File: config.mk
export PLATFORM = sky130hd
export DESIGN_NAME = pcb_host_port
export DESIGN_NICKNAME = d
export VERILOG_FILES = /design/src/pcb_pkg.sv /design/src/pcb_sync.sv /design/src/pcb_host_port.sv
export SDC_FILE = /design/constraint.sdc
export NUM_CORES = 1
export LEC_CHECK = 0
export BUFFER_PORTS_ARGS = -buffer_cell sky130_fd_sc_hd__buf_4
export CORE_MARGIN = 10
export CORE_UTILIZATION = 30
export CTS_CLUSTER_SIZE = 25
export DETAILED_ROUTE_END_ITERATION = 12
export PLACE_DENSITY = 0.55
export SKIP_CTS_REPAIR_TIMING = 1
export SYNTH_ARGS = -nofsm -noshare
export SYNTH_HDL_FRONTEND = slang
export SYNTH_SLANG_ARGS = --single-unit
File: constraint.sdc
create_clock -name clk -period 2.15 [get_ports clk]
set_clock_uncertainty 0.1 [all_clocks]
set_input_delay 0.215 -clock clk [delete_from_list [all_inputs] [get_ports clk]]
set_output_delay 0.215 -clock clk [all_outputs]
set_load 0.02 [all_outputs]
File: src/pcb_pkg.sv
// Shared constants for the parallel processor bus port.
package pcb_pkg;
  localparam int unsigned CLK_HZ = 10000000;
  localparam int unsigned CLK_PERIOD_NS = 100;
  // Internal clock period in ns; the documented cycle figures are in these units.
  localparam int unsigned INTERNAL_CLOCK_PERIOD_NS = 100;
  // RAM-backed read takes five internal clock periods.
  localparam int unsigned RAM_READ_PERIODS = 5;
  localparam int unsigned RAM_READ_CYCLES =
    (RAM_READ_PERIODS * INTERNAL_CLOCK_PERIOD_NS + CLK_PERIOD_NS - 1) / CLK_PERIOD_NS;
  // FIFO access busy time after a byte and after a word, in internal clock periods.
  localparam int unsigned FIFO_BYTE_PERIODS = 3;
  localparam int unsigned FIFO_WORD_PERIODS = 4;
  localparam logic [3:0] FIFO_BYTE_CYCLES = 4'(FIFO_BYTE_PERIODS * INTERNAL_CLOCK_PERIOD_NS / CLK_PERIOD_NS);
  localparam logic [3:0] FIFO_WORD_CYCLES = 4'(FIFO_WORD_PERIODS * INTERNAL_CLOCK_PERIOD_NS / CLK_PERIOD_NS);
  localparam logic [3:0] RAM_CYCLES = 4'(RAM_READ_CYCLES);
  // Address class codes from the two top address bits.
  localparam logic [1:0] CLASS_FIFO = 2'h2;
  localparam logic [1:0] CLASS_RAM = 2'h3;
  localparam logic [7:0] RESET_ADDR = 8'h00;
  localparam logic [7:0] RESET_HOLD = 8'h00;
  typedef enum logic [1:0] {
    PCB_MODE_STROBE_DIR = 2'b00,
    PCB_MODE_SEPARATE = 2'b01,
    PCB_MODE_MUX = 2'b10
  } pcb_mode_t;
  typedef enum logic [1:0] {
    PCB_IDLE = 2'b00,
    PCB_FETCH = 2'b01,
    PCB_FIFO_BUSY = 2'b10
  } pcb_state_t;
endpackage

File: src/pcb_sync.sv
`timescale 1ns/10ps
// Two flip-flop synchroniser for a group of asynchronous pins.
module pcb_sync #(
  parameter int WIDTH = 1,
  parameter logic [WIDTH-1:0] INIT = '0
) (
  input wire logic clk,
  input wire logic reset,
  input wire logic [WIDTH-1:0] async_in,
  output logic [WIDTH-1:0] sync_out
);
  logic [WIDTH-1:0] stage1;

  always_ff @(posedge clk) begin
    if (reset) begin
      stage1 <= INIT;
      sync_out <= INIT;
    end else begin
      stage1 <= async_in;
      sync_out <= stage1;
    end
  end
endmodule

File: src/pcb_host_port.sv
`timescale 1ns/10ps
// Slave side of the parallel processor bus in the three supported strobe modes.
// Behaviour
// - Reading top address quarter starts a RAM fetch; short-strobe data is stale.
// - After the fetch, the byte is held in the interrupt-data holding register.
// - Top address bits classify: normal (bit 7 low), FIFO data and RAM.
// - Direction mode drives data with lanes enabled, strobe and select low, direction high.
// - Separate-strobe mode drives data with lanes enabled, read low, write strobe high.
// - Write data captured at the rising edge of the combined write strobe.
// - Lane enables with address bit0 choose low byte, high byte or word.
// - Reads of any class may be words; RAM-class reads return one byte.
// - Only FIFO data writes may be words; others are bytes.
// - Multiplexed mode drives the low byte with lane zero enabled and read active.
// - Multiplexed mode keeps the latched address for later accesses.
// - Multiplexed mode writes low lanes at the rising combined write strobe edge.
// - Multiplexed mode latches the address from low lines at latch strobe fall.
// - First latch strobe rise after reset enters multiplexed mode for good.
module pcb_host_port (
  input wire logic clk,
  input wire logic reset,
  input wire logic chip_select_n,
  input wire logic strobe_n,
  input wire logic rw_write_n,
  input wire logic addr_latch,
  input wire logic [7:0] addr,
  input wire logic lane0_enable_n,
  input wire logic lane1_enable_n,
  input wire logic lane2_enable_n,
  input wire logic lane3_enable_n,
  input wire logic [15:0] data_in,
  output logic [15:0] data_out,
  output logic [1:0] data_oe,
  output logic [1:0] mode,
  output logic reg_wr,
  output logic [7:0] reg_wr_addr,
  output logic [15:0] reg_wr_data,
  output logic [1:0] reg_wr_lanes,
  output logic reg_wr_error,
  output logic reg_rd,
  output logic [7:0] reg_rd_addr,
  output logic ram_req,
  output logic [7:0] ram_addr,
  input wire logic ram_ack,
  input wire logic [7:0] ram_data,
  input wire logic [15:0] reg_rd_data,
  output logic [7:0] int_data_hold,
  output logic busy
);
  logic [2:0] ctl_sync;
  logic cs_s;
  logic strobe_s;
  logic rw_s;
  logic ale_s;
  logic [7:0] addr_s;
  logic [1:0] lanes_s;
  logic [15:0] data_s;
  logic strobe_d;
  logic ale_d;
  logic active_d;
  logic mode_taken;
  logic [7:0] mux_addr;
  logic [7:0] cur_addr;
  logic read_active;
  logic write_active;
  logic active;
  logic active_rise;
  logic active_fall;
  logic [1:0] lanes_ok;
  logic lane_valid;
  logic is_word;
  pcb_pkg::pcb_state_t state;
  logic [3:0] count;
  logic [7:0] fetch_addr;
  logic [7:0] ram_shadow;

  // Each control pin gets its own synchroniser; gating raw pins first could pass a glitch inward.
  pcb_sync #(.WIDTH(3), .INIT(3'h7)) u_sync_ctl (
    .clk(clk),
    .reset(reset),
    .async_in({chip_select_n, strobe_n, rw_write_n}),
    .sync_out(ctl_sync)
  );
  // The latch pin synchroniser runs through reset so the strap level is settled at the first edge after it.
  pcb_sync #(.WIDTH(1), .INIT(1'b0)) u_sync_ale (
    .clk(clk),
    .reset(1'b0),
    .async_in(addr_latch),
    .sync_out(ale_s)
  );
  pcb_sync #(.WIDTH(26), .INIT(26'h0)) u_sync_bus (
    .clk(clk),
    .reset(reset),
    .async_in({addr, lane1_enable_n, lane0_enable_n, data_in}),
    .sync_out({addr_s, lanes_s, data_s})
  );
  assign cs_s = ctl_sync[2];
  assign strobe_s = ctl_sync[1] | cs_s;
  assign rw_s = ctl_sync[0];

  // Byte-lane decode for a 16-bit host; the upper two enables are not decoded.
  function automatic logic [1:0] lane_decode(input logic [1:0] en_n, input logic a0);
    case ({en_n, a0})
      3'b100: lane_decode = 2'b01;
      3'b011: lane_decode = 2'b10;
      3'b000: lane_decode = 2'b11;
      default: lane_decode = 2'b00;
    endcase
  endfunction

  function automatic logic [1:0] addr_class(input logic [7:0] a);
    addr_class = a[7] ? a[7:6] : 2'b00;
  endfunction

  // Mode: strap level picks the non-multiplexed flavour until the first latch rise.
  always_ff @(posedge clk) begin
    if (reset) begin
      mode_taken <= 1'b0;
      mode <= pcb_pkg::PCB_MODE_STROBE_DIR;
      ale_d <= 1'b0;
    end else begin
      ale_d <= ale_s;
      if (!mode_taken) begin
        mode_taken <= 1'b1;
        mode <= ale_s ? pcb_pkg::PCB_MODE_STROBE_DIR : pcb_pkg::PCB_MODE_SEPARATE;
      end else if (mode != pcb_pkg::PCB_MODE_MUX && ale_s && !ale_d) begin
        mode <= pcb_pkg::PCB_MODE_MUX;
      end
    end
  end

  // Address latched at the falling latch edge and kept for repeated accesses.
  always_ff @(posedge clk) begin
    if (reset) begin
      mux_addr <= pcb_pkg::RESET_ADDR;
    end else if (mode == pcb_pkg::PCB_MODE_MUX && !ale_s && ale_d) begin
      mux_addr <= data_s[7:0];
    end
  end

  assign cur_addr = (mode == pcb_pkg::PCB_MODE_MUX) ? mux_addr : addr_s;
  assign active = !strobe_s;
  // In direction mode the second pin is the direction; otherwise it is the write strobe.
  assign read_active = active && rw_s;
  // The write strobe counts only together with the chip select, as the read strobe does.
  always_comb begin
    if (mode == pcb_pkg::PCB_MODE_STROBE_DIR) begin
      write_active = active && !rw_s;
    end else begin
      write_active = !(rw_s | cs_s);
    end
  end
  assign lanes_ok = lane_decode(lanes_s, cur_addr[0]);
  assign lane_valid = lanes_ok != 2'b00;
  assign is_word = lanes_ok == 2'b11;

  always_ff @(posedge clk) begin
    if (reset) begin
      strobe_d <= 1'b0;
      active_d <= 1'b0;
    end else begin
      strobe_d <= read_active;
      active_d <= write_active;
    end
  end
  assign active_rise = read_active && !strobe_d;
  assign active_fall = !write_active && active_d;

  // Output enables follow the pins directly so the bus turns on and off without delay.
  // Lanes two and three are never driven, so their enables are not decoded.
  always_comb begin
    data_oe = 2'b00;
    case (mode)
      pcb_pkg::PCB_MODE_STROBE_DIR: begin
        if (!(strobe_n | chip_select_n) && rw_write_n) begin
          data_oe = {!lane1_enable_n, !lane0_enable_n};
        end
      end
      pcb_pkg::PCB_MODE_SEPARATE: begin
        if (!(strobe_n | chip_select_n) && rw_write_n) begin
          data_oe = {!lane1_enable_n, !lane0_enable_n};
        end
      end
      pcb_pkg::PCB_MODE_MUX: begin
        if (!(strobe_n | chip_select_n) && rw_write_n) begin
          data_oe = {1'b0, !lane0_enable_n};
        end
      end
      default: data_oe = 2'b00;
    endcase
  end

  // Read data: RAM-backed registers return the shadow, which is stale until the fetch ends.
  always_ff @(posedge clk) begin
    if (reset) begin
      data_out <= 16'h0000;
    end else if (read_active) begin
      if (addr_class(cur_addr) == pcb_pkg::CLASS_RAM) begin
        data_out <= {8'h00, ram_shadow};
      // A high-byte read moves the register's byte onto the upper lane.
      end else if (cur_addr[0] && lanes_ok == 2'b10) begin
        data_out <= {reg_rd_data[7:0], 8'h00};
      end else begin
        data_out <= reg_rd_data;
      end
    end
  end

  // Register write strobe at the rising edge of the combined write strobe.
  always_ff @(posedge clk) begin
    if (reset) begin
      reg_wr <= 1'b0;
      reg_wr_addr <= pcb_pkg::RESET_ADDR;
      reg_wr_data <= 16'h0000;
      reg_wr_lanes <= 2'b00;
      reg_wr_error <= 1'b0;
    end else begin
      reg_wr <= 1'b0;
      reg_wr_error <= 1'b0;
      if (active_fall && lane_valid) begin
        reg_wr_addr <= cur_addr;
        reg_wr_lanes <= (mode == pcb_pkg::PCB_MODE_MUX) ? 2'b01 : lanes_ok;
        reg_wr_data <= data_s;
        // A refused word write still leaves its address and data captured for inspection.
        if (is_word && addr_class(cur_addr) != pcb_pkg::CLASS_FIFO) begin
          reg_wr_error <= 1'b1;
        end else begin
          reg_wr <= 1'b1;
        end
      end
    end
  end

  // Read request and RAM fetch sequencing.
  always_ff @(posedge clk) begin
    if (reset) begin
      state <= pcb_pkg::PCB_IDLE;
      count <= 4'h0;
      reg_rd <= 1'b0;
      reg_rd_addr <= pcb_pkg::RESET_ADDR;
      ram_req <= 1'b0;
      fetch_addr <= pcb_pkg::RESET_ADDR;
    end else begin
      reg_rd <= 1'b0;
      case (state)
        pcb_pkg::PCB_IDLE: begin
          if (active_rise && lane_valid) begin
            reg_rd_addr <= cur_addr;
            reg_rd <= 1'b1;
            if (addr_class(cur_addr) == pcb_pkg::CLASS_RAM) begin
              ram_req <= 1'b1;
              fetch_addr <= cur_addr;
              count <= pcb_pkg::RAM_CYCLES;
              state <= pcb_pkg::PCB_FETCH;
            end else if (addr_class(cur_addr) == pcb_pkg::CLASS_FIFO) begin
              count <= is_word ? pcb_pkg::FIFO_WORD_CYCLES : pcb_pkg::FIFO_BYTE_CYCLES;
              state <= pcb_pkg::PCB_FIFO_BUSY;
            end
          end else if (active_fall && lane_valid && addr_class(cur_addr) == pcb_pkg::CLASS_FIFO) begin
            count <= is_word ? pcb_pkg::FIFO_WORD_CYCLES : pcb_pkg::FIFO_BYTE_CYCLES;
            state <= pcb_pkg::PCB_FIFO_BUSY;
          end
        end
        pcb_pkg::PCB_FETCH: begin
          if (count != 4'h0) begin
            count <= count - 4'h1;
          end
          if (ram_ack) begin
            ram_req <= 1'b0;
            state <= pcb_pkg::PCB_IDLE;
          end
        end
        // Reads arriving in this time are not queued; the host's cycle time keeps them apart.
        pcb_pkg::PCB_FIFO_BUSY: begin
          if (count <= 4'h1) begin
            state <= pcb_pkg::PCB_IDLE;
          end
          count <= count - 4'h1;
        end
        default: state <= pcb_pkg::PCB_IDLE;
      endcase
    end
  end
  assign ram_addr = fetch_addr;
  assign busy = state != pcb_pkg::PCB_IDLE;

  // The fetched byte lands in the target shadow and in the holding register.
  always_ff @(posedge clk) begin
    if (reset) begin
      ram_shadow <= pcb_pkg::RESET_HOLD;
      int_data_hold <= pcb_pkg::RESET_HOLD;
    end else if (state == pcb_pkg::PCB_FETCH && ram_ack) begin
      ram_shadow <= ram_data;
      int_data_hold <= ram_data;
    end
  end
endmodule

==> impl_metrics.tcl, run 1 <==
set metrics [dict create \
    required_ns 2.38 \
    crit_arrival_ns 2.32 \
    initial_core_util_pct 30.3 \
    status "finished, violations left" \
    finalCriticalPeriod_ns 2.09 \
    worstHoldPathType "in -> reg" \
    io_pins 134 \
    vdd.ir_drop.worst_mv 0.576 \
    num_rows 49 \
    power_density_nw_per_um2 784 \
    die_area_sq_um 23800 \
    root_buffer "clkbuf_16" \
    finalInstanceArea_sq_um 7900 \
    synth_cell_types 47 \
    syn2layout_area_growth_pct 46.1 \
    fmax_mhz 479 \
    htreeDepth 4 \
    yosys_warnings 0 \
    period_share_pct 97.0 \
    relSlewSlack_pct 57.2 \
    startpoint_type "flip-flop" \
    syn_nets 631 \
    slew_violations 0 \
    vias 4480 \
    crit_fanout 6 \
    netlist_top_cells_count "150 x dfxtp_1, 81 x nand2_1, 59 x nor2_1" \
    finalWeightedCongestion 0.830 \
    maxCapViolCount 0 \
    netlist_instances 565 \
    whs_ns -0.00166 \
    hold_viol_final 1 \
    port-buffer-count 131 \
    fin_setup_tns_ns 0 \
    synth_top_area_cell "dfxtp_1" \
    grt_pass1_vias 4350 \
    grt_pass1_wl_mm 22.6 \
    synth.top_cell.area_share_pct 55.5 \
    clk_latency_ns 0.42 \
    cts_buffers 17 \
    hpwlAfterDp_mm 10.6 \
    ys_ff_latch 150 \
    ant_nets 0 \
    clockBufferDepth 2 \
    core_area_sq_um 17800 \
    ys_seq_area_share_pct 55.5 \
    nNetsFinal 817 \
    syn_area_sq_um 5410 \
    grt.total_usage_pct 11.7 \
    final_core_util_pct 44.3 \
    wl_per_cell_um 14.9 \
    p_leak_uw 0.00326 \
    die_y_um 154 \
    setup_viol 0 \
    grt_overflow 0 \
    clock_sinks 150 \
    grt_max_degree 57 \
    violations "hold timing" \
    antenna_cells 0 \
    max_stage_delay_ns 0.37 \
    worstMarginPinSlew_ns 0.642 \
    die_x_um 154 \
    path_class "reg -> reg" \
    yosys-top-cells-area "dfxtp_1 56%, nor2b_1 6.4%, nand2_1 5.6%" \
    power.total_uw 6190 \
    avgViaCountPerCell 4.51 \
    clk_pin_slew_worst_paths_ns 0.06 \
    synth_most_common_cell "dfxtp_1" \
    synth-main-ff-cell "dfxtp_1" \
    cts_tree "built" \
    synthArstFlopShare_pct 0 \
    wirelength_mm 14.8 \
    avgSynthCellArea_sq_um 9.57 \
    final_layout_size_suffix_gt1_share_pct 28.9 \
    end_kind "flip-flop" \
    first_pass_iters 4 \
    drtIter0Drc 267 \
    cp_slowest_cell "mux2_4" \
    cp_cell_sequence "nand2b_4 > mux2_4 > mux2_4 > nor3_4 > buf_12 > buf_12 > nor2_1 > a211oi_1" \
    postPlaceCellArea_sq_um 6770 \
    remaining_drc_errors 0 \
    synth_edf_count 0 \
    antenna_found_initial 0 \
]
-- worst max-delay path: cells and delay by family, from the launching register on --
family | cells | cell delay [ns]
simple gates | 3 | 0.39
compound gates | 1 | 0.20
flops | 1 | 0.36
mux | 2 | 0.70
buf+inv | 2 | 0.24
-- metal layers --
| layer | global-route usage (%) | share of wire [%] | vias up | wire [um] |
|---|---|---|---|---|
| li1 | - | - | 2290 | - |
| met1 | 14.5 | 46 | 2048 | 6790 |
| met2 | 18.1 | 46 | 126 | 6800 |
| met5 | 0 | 0 | - | 0 |
| met3 | 4.58 | 6.6 | 16 | 971 |
| met4 | 4.23 | 1.4 | 0 | 204 |
-- placed cells by master (no fill, tap or decap), types with 3 or more instances in the layout --
cell type / synthesis / layout
a211oi_2: 4 / 5
buf_4: 0 / 150
dfxtp_1: 150 / 148
a311oi_1: 8 / 8
ha_1: 7 / 7
mux2i_1: 18 / 17
a21oi_1: 41 / 41
nand2_1: 81 / 81
inv_6: 0 / 6
nor2_1: 59 / 59
o21ai_0: 5 / 5
nor3_1: 5 / 5
a211oi_1: 20 / 19
buf_12: 0 / 7
nor2b_1: 55 / 55
or2_2: 6 / 6
dlygate4sd3_1: 0 / 39
inv_1: 10 / 10
nand2b_1: 6 / 5
or3_1: 3 / 3
clkbuf_16: 0 / 19
a2bb2oi_1: 9 / 8
nand3_1: 10 / 10
a31oi_1: 3 / 3
inv_8: 0 / 4
-- cell families after synthesis --
logic type | share of synthesized area, %
and+or+nand+nor | 21.9
muxes | 3.89
adders and majority gates | 1.62
xor gates and xnor gates | 0.162
DFF | 55.5
AOI/OAI and AO/OA | 13.4
buffers and inverters | 3.47
-- state kept, by name, summed over array words and instances, names as in the netlist, 2 cells and up --
| register | flops |
|---|---|
| u_sync_ctl.sync_out | 3 |
| mux_addr | 8 |
| reg_wr_lanes | 2 |
| reg_wr_data | 16 |
| ram_addr | 8 |
| count | 4 |
| u_sync_bus.sync_out | 26 |
| reg_wr_addr | 8 |
| data_out | 16 |
| u_sync_bus.stage1 | 26 |
| mode | 2 |
| u_sync_ctl.stage1 | 3 |
| state | 2 |
| ram_shadow | 8 |
| reg_rd_addr | 8 |
-- layout make-up --
class,count,area (sq um)
Inverter,10,37.5
Clock inverter,14,155
Multi-Input combinational cell,374,2270
Fill cell,1712,9940
Sequential cell,150,3010
Tap cell,229,287
Timing Repair Buffer,198,1710
Clock buffer,18,439
-- through the flow --
stage,hold slack [ns],setup WS [ns],cells
after global placement,0.217,0.0284,914
after floorplan,0.143,0.0119,565
final,-0.00166,0.0635,993
after global routing,0.00982,-0.0125,993
after detailed placement,0.216,-0.0207,914
after CTS,-0.219,-0.0522,946
-- report_power, final --
| group | switching, uW | internal, uW |
|---|---|---|
| Combinational | 159 | 208 |
| Clock | 1270 | 1680 |
| Sequential | 25.4 | 2840 |
| Total | 1460 | 4730 |
-- path summary, 6_finish.rpt --
path,from,end,slack [ns],cells after the start
max,mode[0],ram_addr[3],0.06,8
min,reg_rd_data[1],data_out[1],-0.002,3
max reg2reg,mode[0],ram_addr[3],0.06,8
min reg2reg,u_sync_ale.stage1,u_sync_ale.sync_out,0.24,0
(Power assumes the default switching activity.)
==> inputs of run 2 (changes only) <==
ABC_AREA = 1   (was unset)
==> run 2 against run 1 <==
The flow still finishes with violations (hold timing); first-iteration DRC count is 25% lower; synthesized area increased by 0.60%; synthesized cell count increased by 17%; highest routed layer unchanged; worst setup slack improved by 0.13 ns; register-to-register slack better by 0.13 ns; non-clock buffer count is 14 lower; clock-buffer cell count stayed put; maximum frequency rose by 6.5%; total power grew 12%; worst hold slack lost 0.023 ns; wire length is 1.2% lower; flip-flop and latch count did not move; largest power group is now registers.
==> impl_metrics.tcl, run 2 <==
set metrics [dict create \
    status "finished, violations left" \
    violations "hold timing" \
    avgSynthCellArea_sq_um 8.23 \
    clockBufferDepth 2 \
    crit_fanout 13 \
    syn2layout_area_growth_pct 40.2 \
    startpoint_type "flip-flop" \
    power_density_nw_per_um2 911 \
    grt.total_usage_pct 12.0 \
    wl_per_cell_um 13.6 \
    die_x_um 155 \
    nFillCells 1803 \
    maxCapViolCount 0 \
    fmax_mhz 511 \
    ys_ff_latch 150 \
    grt_pass1_wl_mm 23.1 \
    fin_setup_tns_ns 0 \
    hpwlAfterDp_mm 10.5 \
    syn_area_sq_um 5440 \
    seq_area_sq_um 3000 \
    busiest_layer "met2" \
    drtIter0Drc 200 \
    whs_ns -0.0248 \
    multi_input_area_sq_um 1930 \
    place_ws_ns 0.184 \
    synth.top_cell.area_share_pct 55.2 \
    die_area_sq_um 23900 \
    cts_tree "built" \
    ant_nets 0 \
    end_kind "flip-flop" \
    clk_latency_ns 0.42 \
    clk_pin_slew_worst_paths_ns 0.06 \
    finalWeightedCongestion 0.799 \
    slew_violations 0 \
    worstHoldPathType "in -> reg" \
    synth-main-ff-cell "dfxtp_1" \
    worstMarginPinSlew_ns 0.617 \
    htreeDepth 4 \
    synth_top_area_cell "dfxtp_1" \
    fin_ws_ns 0.192 \
    grt_overflow 0 \
    root_buffer "clkbuf_16" \
    remaining_drc_errors 0 \
    antenna_found_initial 0 \
    syn_nets 727 \
    final_common_cell "dfxtp_1" \
    final_layout_size_suffix_gt1_share_pct 24.0 \
    io_pins 134 \
    vias 4545 \
    final_cell_mix "150 x dfxtp_1, 147 x nor2_1, 141 x buf_4, 86 x inv_1, 57 x o21ai_0" \
    netlist_instances 661 \
    grt_max_degree 96 \
    met3_usage_pct 3.36 \
    netlist_top_cells_count "150 x dfxtp_1, 147 x nor2_1, 86 x inv_1" \
    hold_viol_final 4 \
    synth_most_common_cell "dfxtp_1" \
    ys_seq_area_share_pct 55.2 \
    wirelength_mm 14.6 \
    antenna_cells 0 \
    cts_buffers 17 \
    p_leak_uw 0.00346 \
    nNetsFinal 900 \
    core_area_sq_um 17900 \
    period_share_pct 91.1 \
    synth_cell_types 35 \
    setup_viol 0 \
    synthArstFlopShare_pct 0 \
    num_rows 49 \
    rsz0062_at_grt "no" \
    first_pass_iters 7 \
    yosys-top-cells-area "dfxtp_1 55%, nor2_1 10%, inv_1 5.9%" \
    synth_edf_count 0 \
    finalCriticalPeriod_ns 1.96 \
    met1_usage_pct 15.7 \
    top_regs "u_sync_bus.stage1 (26), u_sync_bus.sync_out (26)" \
    avgViaCountPerCell 4.23 \
    vdd.ir_drop.worst_mv 0.543 \
    yosys_warnings 0 \
    path_class "reg -> reg" \
    required_ns 2.37 \
    die_y_um 155 \
    port-buffer-count 131 \
    clock_sinks 150 \
    initial_core_util_pct 30.4 \
    grt_pass1_vias 4377 \
    relSlewSlack_pct 58.4 \
    use_met2_pct 18.1 \
    crit_arrival_ns 2.17 \
]
run 2: where the power goes:
| part | total [uW] | switching, uW | internal, uW |
|---|---|---|---|
| Sequential | 3010 | 76.8 | 2930 |
| Combinational | 1110 | 654 | 461 |
| Clock | 2830 | 1140 | 1690 |
run 2: kinds of logic (layout without fill, tap and decap cells):
group,after synthesis,after routing,share of synthesized area (%)
AOI/OAI and AO/OA,129,129,13.2
DFF,150,150,55.2
and+or+nand+nor,253,253,20.6
xor gates and xnor gates,1,1,0.161
adders and majority gates,7,7,1.61
buffers and inverters,121,306,9.22
run 2: worst paths after layout:
check / slack [ns] / end / start / cells after the start
worst min register to register: 0.23 / u_sync_ale.sync_out / u_sync_ale.stage1 / 0
worst max-delay path: 0.19 / ram_addr[1] / mode[1] / 8
worst min-delay path: -0.02 / ram_shadow[6] / ram_data[6] / 3
worst max register to register: 0.19 / ram_addr[1] / mode[1] / 8
run 2: worst max-delay path, cell delays in order (launching register included):
cell     delay [ns]
dfxtp_1        0.49
nand2_4        0.18
nand2_1        0.11
nand2_2        0.09
a21oi_4        0.14
inv_2          0.13
nor2_4         0.37
a21oi_1        0.12
o21a_1         0.12
run 2: metrics by stage:
step | hold WS, ns | instance area [sq um] | util [%] | std cells | total power [uW]
final | -0.0248 | 7630 | 42.6 | 1075 | 6950
after global routing | 0.00191 | 7630 | 42.6 | 1075 | 7360
after CTS | -0.223 | 7210 | 40.3 | 1033 | 6990
after detailed placement | 0.223 | 6640 | 37.1 | 1002 | 4130
after global placement | 0.215 | 6640 | 37.1 | 1002 | 4130
after floorplan | 0.143 | 5440 | - | 661 | 3790
run 2: cell type report:
class | count | share of cell area, %
flip-flops and latches | 150 | 39.4
multi-input cells | 390 | 25.4
repair buffers | 184 | 19.7
clock buffers | 18 | 5.63
inverters | 91 | 4.48
well taps | 229 | 3.76
clock inverters | 13 | 1.76
run 2: routing by layer:
metal	vias up	part of all wire [%]	wire length, um
met5	-	0	0
met4	0	2.2	318
met3	25	4.3	629
met2	100	44	6460
met1	1998	49	7180
li1	2422	-	-
==> inputs of run 3 (changes only) <==
CAP_MARGIN = 10   (was unset)
SKIP_CTS_REPAIR_TIMING = unset   (was 1)
SYNTH_HIERARCHICAL = 1   (was unset)
==> run 3 against run 2 <==
Maximum frequency increased by 1.3%; global-route usage about the same; critical path depth down 2; synthesized cell count is 2.7% higher; the run now ends clean; register-to-register slack improved by 0.08 ns; synthesized area rose by 2.5%; highest routed layer unchanged; sequential power is essentially flat; worst setup slack improved by 0.026 ns; flip-flop and latch count stayed put; final area up 3.2%.
==> impl_metrics.tcl, run 3 <==
set metrics [dict create \
    status "completed" \
    grt.total_usage_pct 12.1 \
    synth-main-ff-cell "dfxtp_1" \
    path_class "in -> out" \
    yosys-top-cells-area "dfxtp_1 54%, nor2_1 10%, inv_1 6.6%" \
    synthArstFlopShare_pct 0 \
    slew_violations 0 \
    finalInstanceArea_sq_um 7870 \
    yosys.area_share.simple_pct 21.6 \
    startpoint_type "primary input" \
    power_density_nw_per_um2 901 \
    vdd.ir_drop.worst_mv 0.538 \
    nNetsFinal 932 \
    ys_seq_area_share_pct 53.9 \
    postCtsSetupBuffers 0 \
    required_ns 1.84 \
    rr_endpoint "reg_wr_data[6]" \
    synth_top_family_by_area "simple AND/OR/NAND/NOR gates" \
    rsz0062_at_grt "no" \
    avgViaCountPerCell 4.28 \
    die_area_sq_um 24400 \
    clk_pin_slew_worst_paths_ns 0.06 \
    ant_nets 0 \
    cts_tree "built" \
    final_cell_count_no_fill 1108 \
    antenna_found_initial 0 \
    yosys_warnings 6 \
    drtIter0Drc 169 \
    port-buffer-count 131 \
    period_share_pct 89.9 \
    final_layout_size_suffix_gt1_share_pct 23.3 \
    initial_core_util_pct 30.7 \
    grt_pass1_vias 4598 \
    hold_start "reset" \
    die_y_um 156 \
    relSlewSlack_pct 66.1 \
    synth.top_cell.area_share_pct 53.9 \
    io_pins 134 \
    use_met2_pct 18.8 \
    avgSynthCellArea_sq_um 8.21 \
    final_cell_mix "150 x dfxtp_1, 149 x nor2_1, 141 x buf_4, 98 x inv_1, 56 x nand2_1" \
    cts_buffers 17 \
    end_kind "output pin" \
    fin_setup_tns_ns 0 \
    maxCapViolCount 0 \
    netlist_top_cells_count "150 x dfxtp_1, 149 x nor2_1, 98 x inv_1" \
    hold_viol_final 0 \
    vias 4739 \
    postPlaceCellArea_sq_um 6750 \
    synth_xor_area_share_pct 0.157 \
    wl_per_cell_um 13.5 \
    first_pass_iters 4 \
    fmax_mhz 517 \
    hold_buffers 53 \
    power.total_uw 7090 \
    top_regs "u_sync_bus/stage1 (26), u_sync_bus/sync_out (26)" \
    htreeDepth 4 \
    num_rows 49 \
    synth_compound_area_share_pct 11.6 \
    clk_latency_ns 0.42 \
    syn2layout_area_growth_pct 41.2 \
    synth_cell_types 40 \
    hpwlAfterDp_mm 10.6 \
    syn_area_sq_um 5570 \
    busiest_layer "met2" \
    whs_path_depth 2 \
    synth_mux_area_share_pct 0.539 \
    synth_adder_area_share_pct 1.57 \
    synth_top_area_cell "dfxtp_1" \
    synth_most_common_cell "dfxtp_1" \
    ys_ff_latch 150 \
    p_leak_uw 0.00361 \
    grt_overflow 0 \
    antenna_cells 0 \
    met3_usage_pct 4.66 \
    min_to "u_sync_bus/sync_out[24]" \
    finalCriticalPeriod_ns 1.93 \
    crit_fanout 2 \
    core_area_sq_um 18100 \
    remaining_drc_errors 0 \
    grt_max_degree 51 \
    final_common_cell "dfxtp_1" \
    setup_viol 0 \
    worstMarginPinSlew_ns 0.494 \
    clock_sinks 150 \
    netlist_instances 679 \
    cts_resized 0 \
    crit_arrival_ns 1.62 \
    rr_startpoint "mode[1]" \
    placedCellCount 1023 \
    die_x_um 156 \
    root_buffer "clkbuf_16" \
    ff2ff_path_depth 9 \
    clockBufferDepth 2 \
    grt_pass1_wl_mm 23.5 \
    r2r_slack_ns 0.27 \
    finalWeightedCongestion 0.807 \
    wirelength_mm 14.9 \
    met1_usage_pct 15.1 \
    worstHoldPathType "in -> reg" \
    synth_edf_count 0 \
]
==> run 3: kinds of logic (layout without fill, tap and decap cells) <==
kind of cell | count (synthesis) | in the layout
fa+ha+maj | 7 | 7
other cells | 1 | 2
flops | 150 | 150
mux | 3 | 3
simple gates | 263 | 263
buf+inv | 134 | 333
xor+xnor | 1 | 1
compound gates | 120 | 120
==> run 3: how the worst max path moves through the flow <==
stage	startpoint	endpoint	slack, ns
after floorplan	mode[1]	reg_wr_data[10]	0.40
after global placement	mode[1]	count[2]	0.30
after detailed placement	mode[1]	reg_wr_data[14]	0.30
after CTS	chip_select_n	data_oe[0]	0.15
after global routing	mode[0]	reg_wr_data[0]	0.07
final	chip_select_n	data_oe[0]	0.22
==> run 3: per-layer routing <==
| layer | part of all wire (%) | up-vias |
|---|---|---|
| met1 | 48 | 2112 |
| met5 | 0 | - |
| li1 | - | 2499 |
| met4 | 1.0 | 0 |
| met3 | 8.2 | 12 |
| met2 | 43 | 116 |
==> run 3: critical path: stages <==
cell	delay (ns)
dlygate4sd3_1	0.55
buf_4	0.14
nor2_1	0.09
nand2_1	0.09
a211oi_1	0.31
buf_4	0.21
==> run 3: metrics by stage <==
step | worst slack [ns] | hold WS (ns) | util (%)
finish | 0.218 | 0.0256 | 43.4
global route | 0.0728 | 0.0255 | 43.4
CTS | 0.149 | 0.00451 | 43.4
detailed placement | 0.295 | 0.287 | 37.2
global placement | 0.299 | 0.288 | 37.2
floorplan | 0.397 | 0.194 | -
==> run 3: area by class of cell <==
class                      instances  area, sq um
fill                            1829        10300
sequential                       150         3000
multi-input combinational        396         1980
timing repair buffer             195         1610
clock buffer                      19          453
inverter                         106          398
tap                              229          287
clock inverter                    13          136
==> run 3: where the power goes <==
part           internal (uW)  switching, uW  leakage (uW)
Combinational            469            692       0.00210
Clock                   1690           1240      0.000287
Sequential              2930           71.7       0.00122
Total                   5090           2000       0.00361
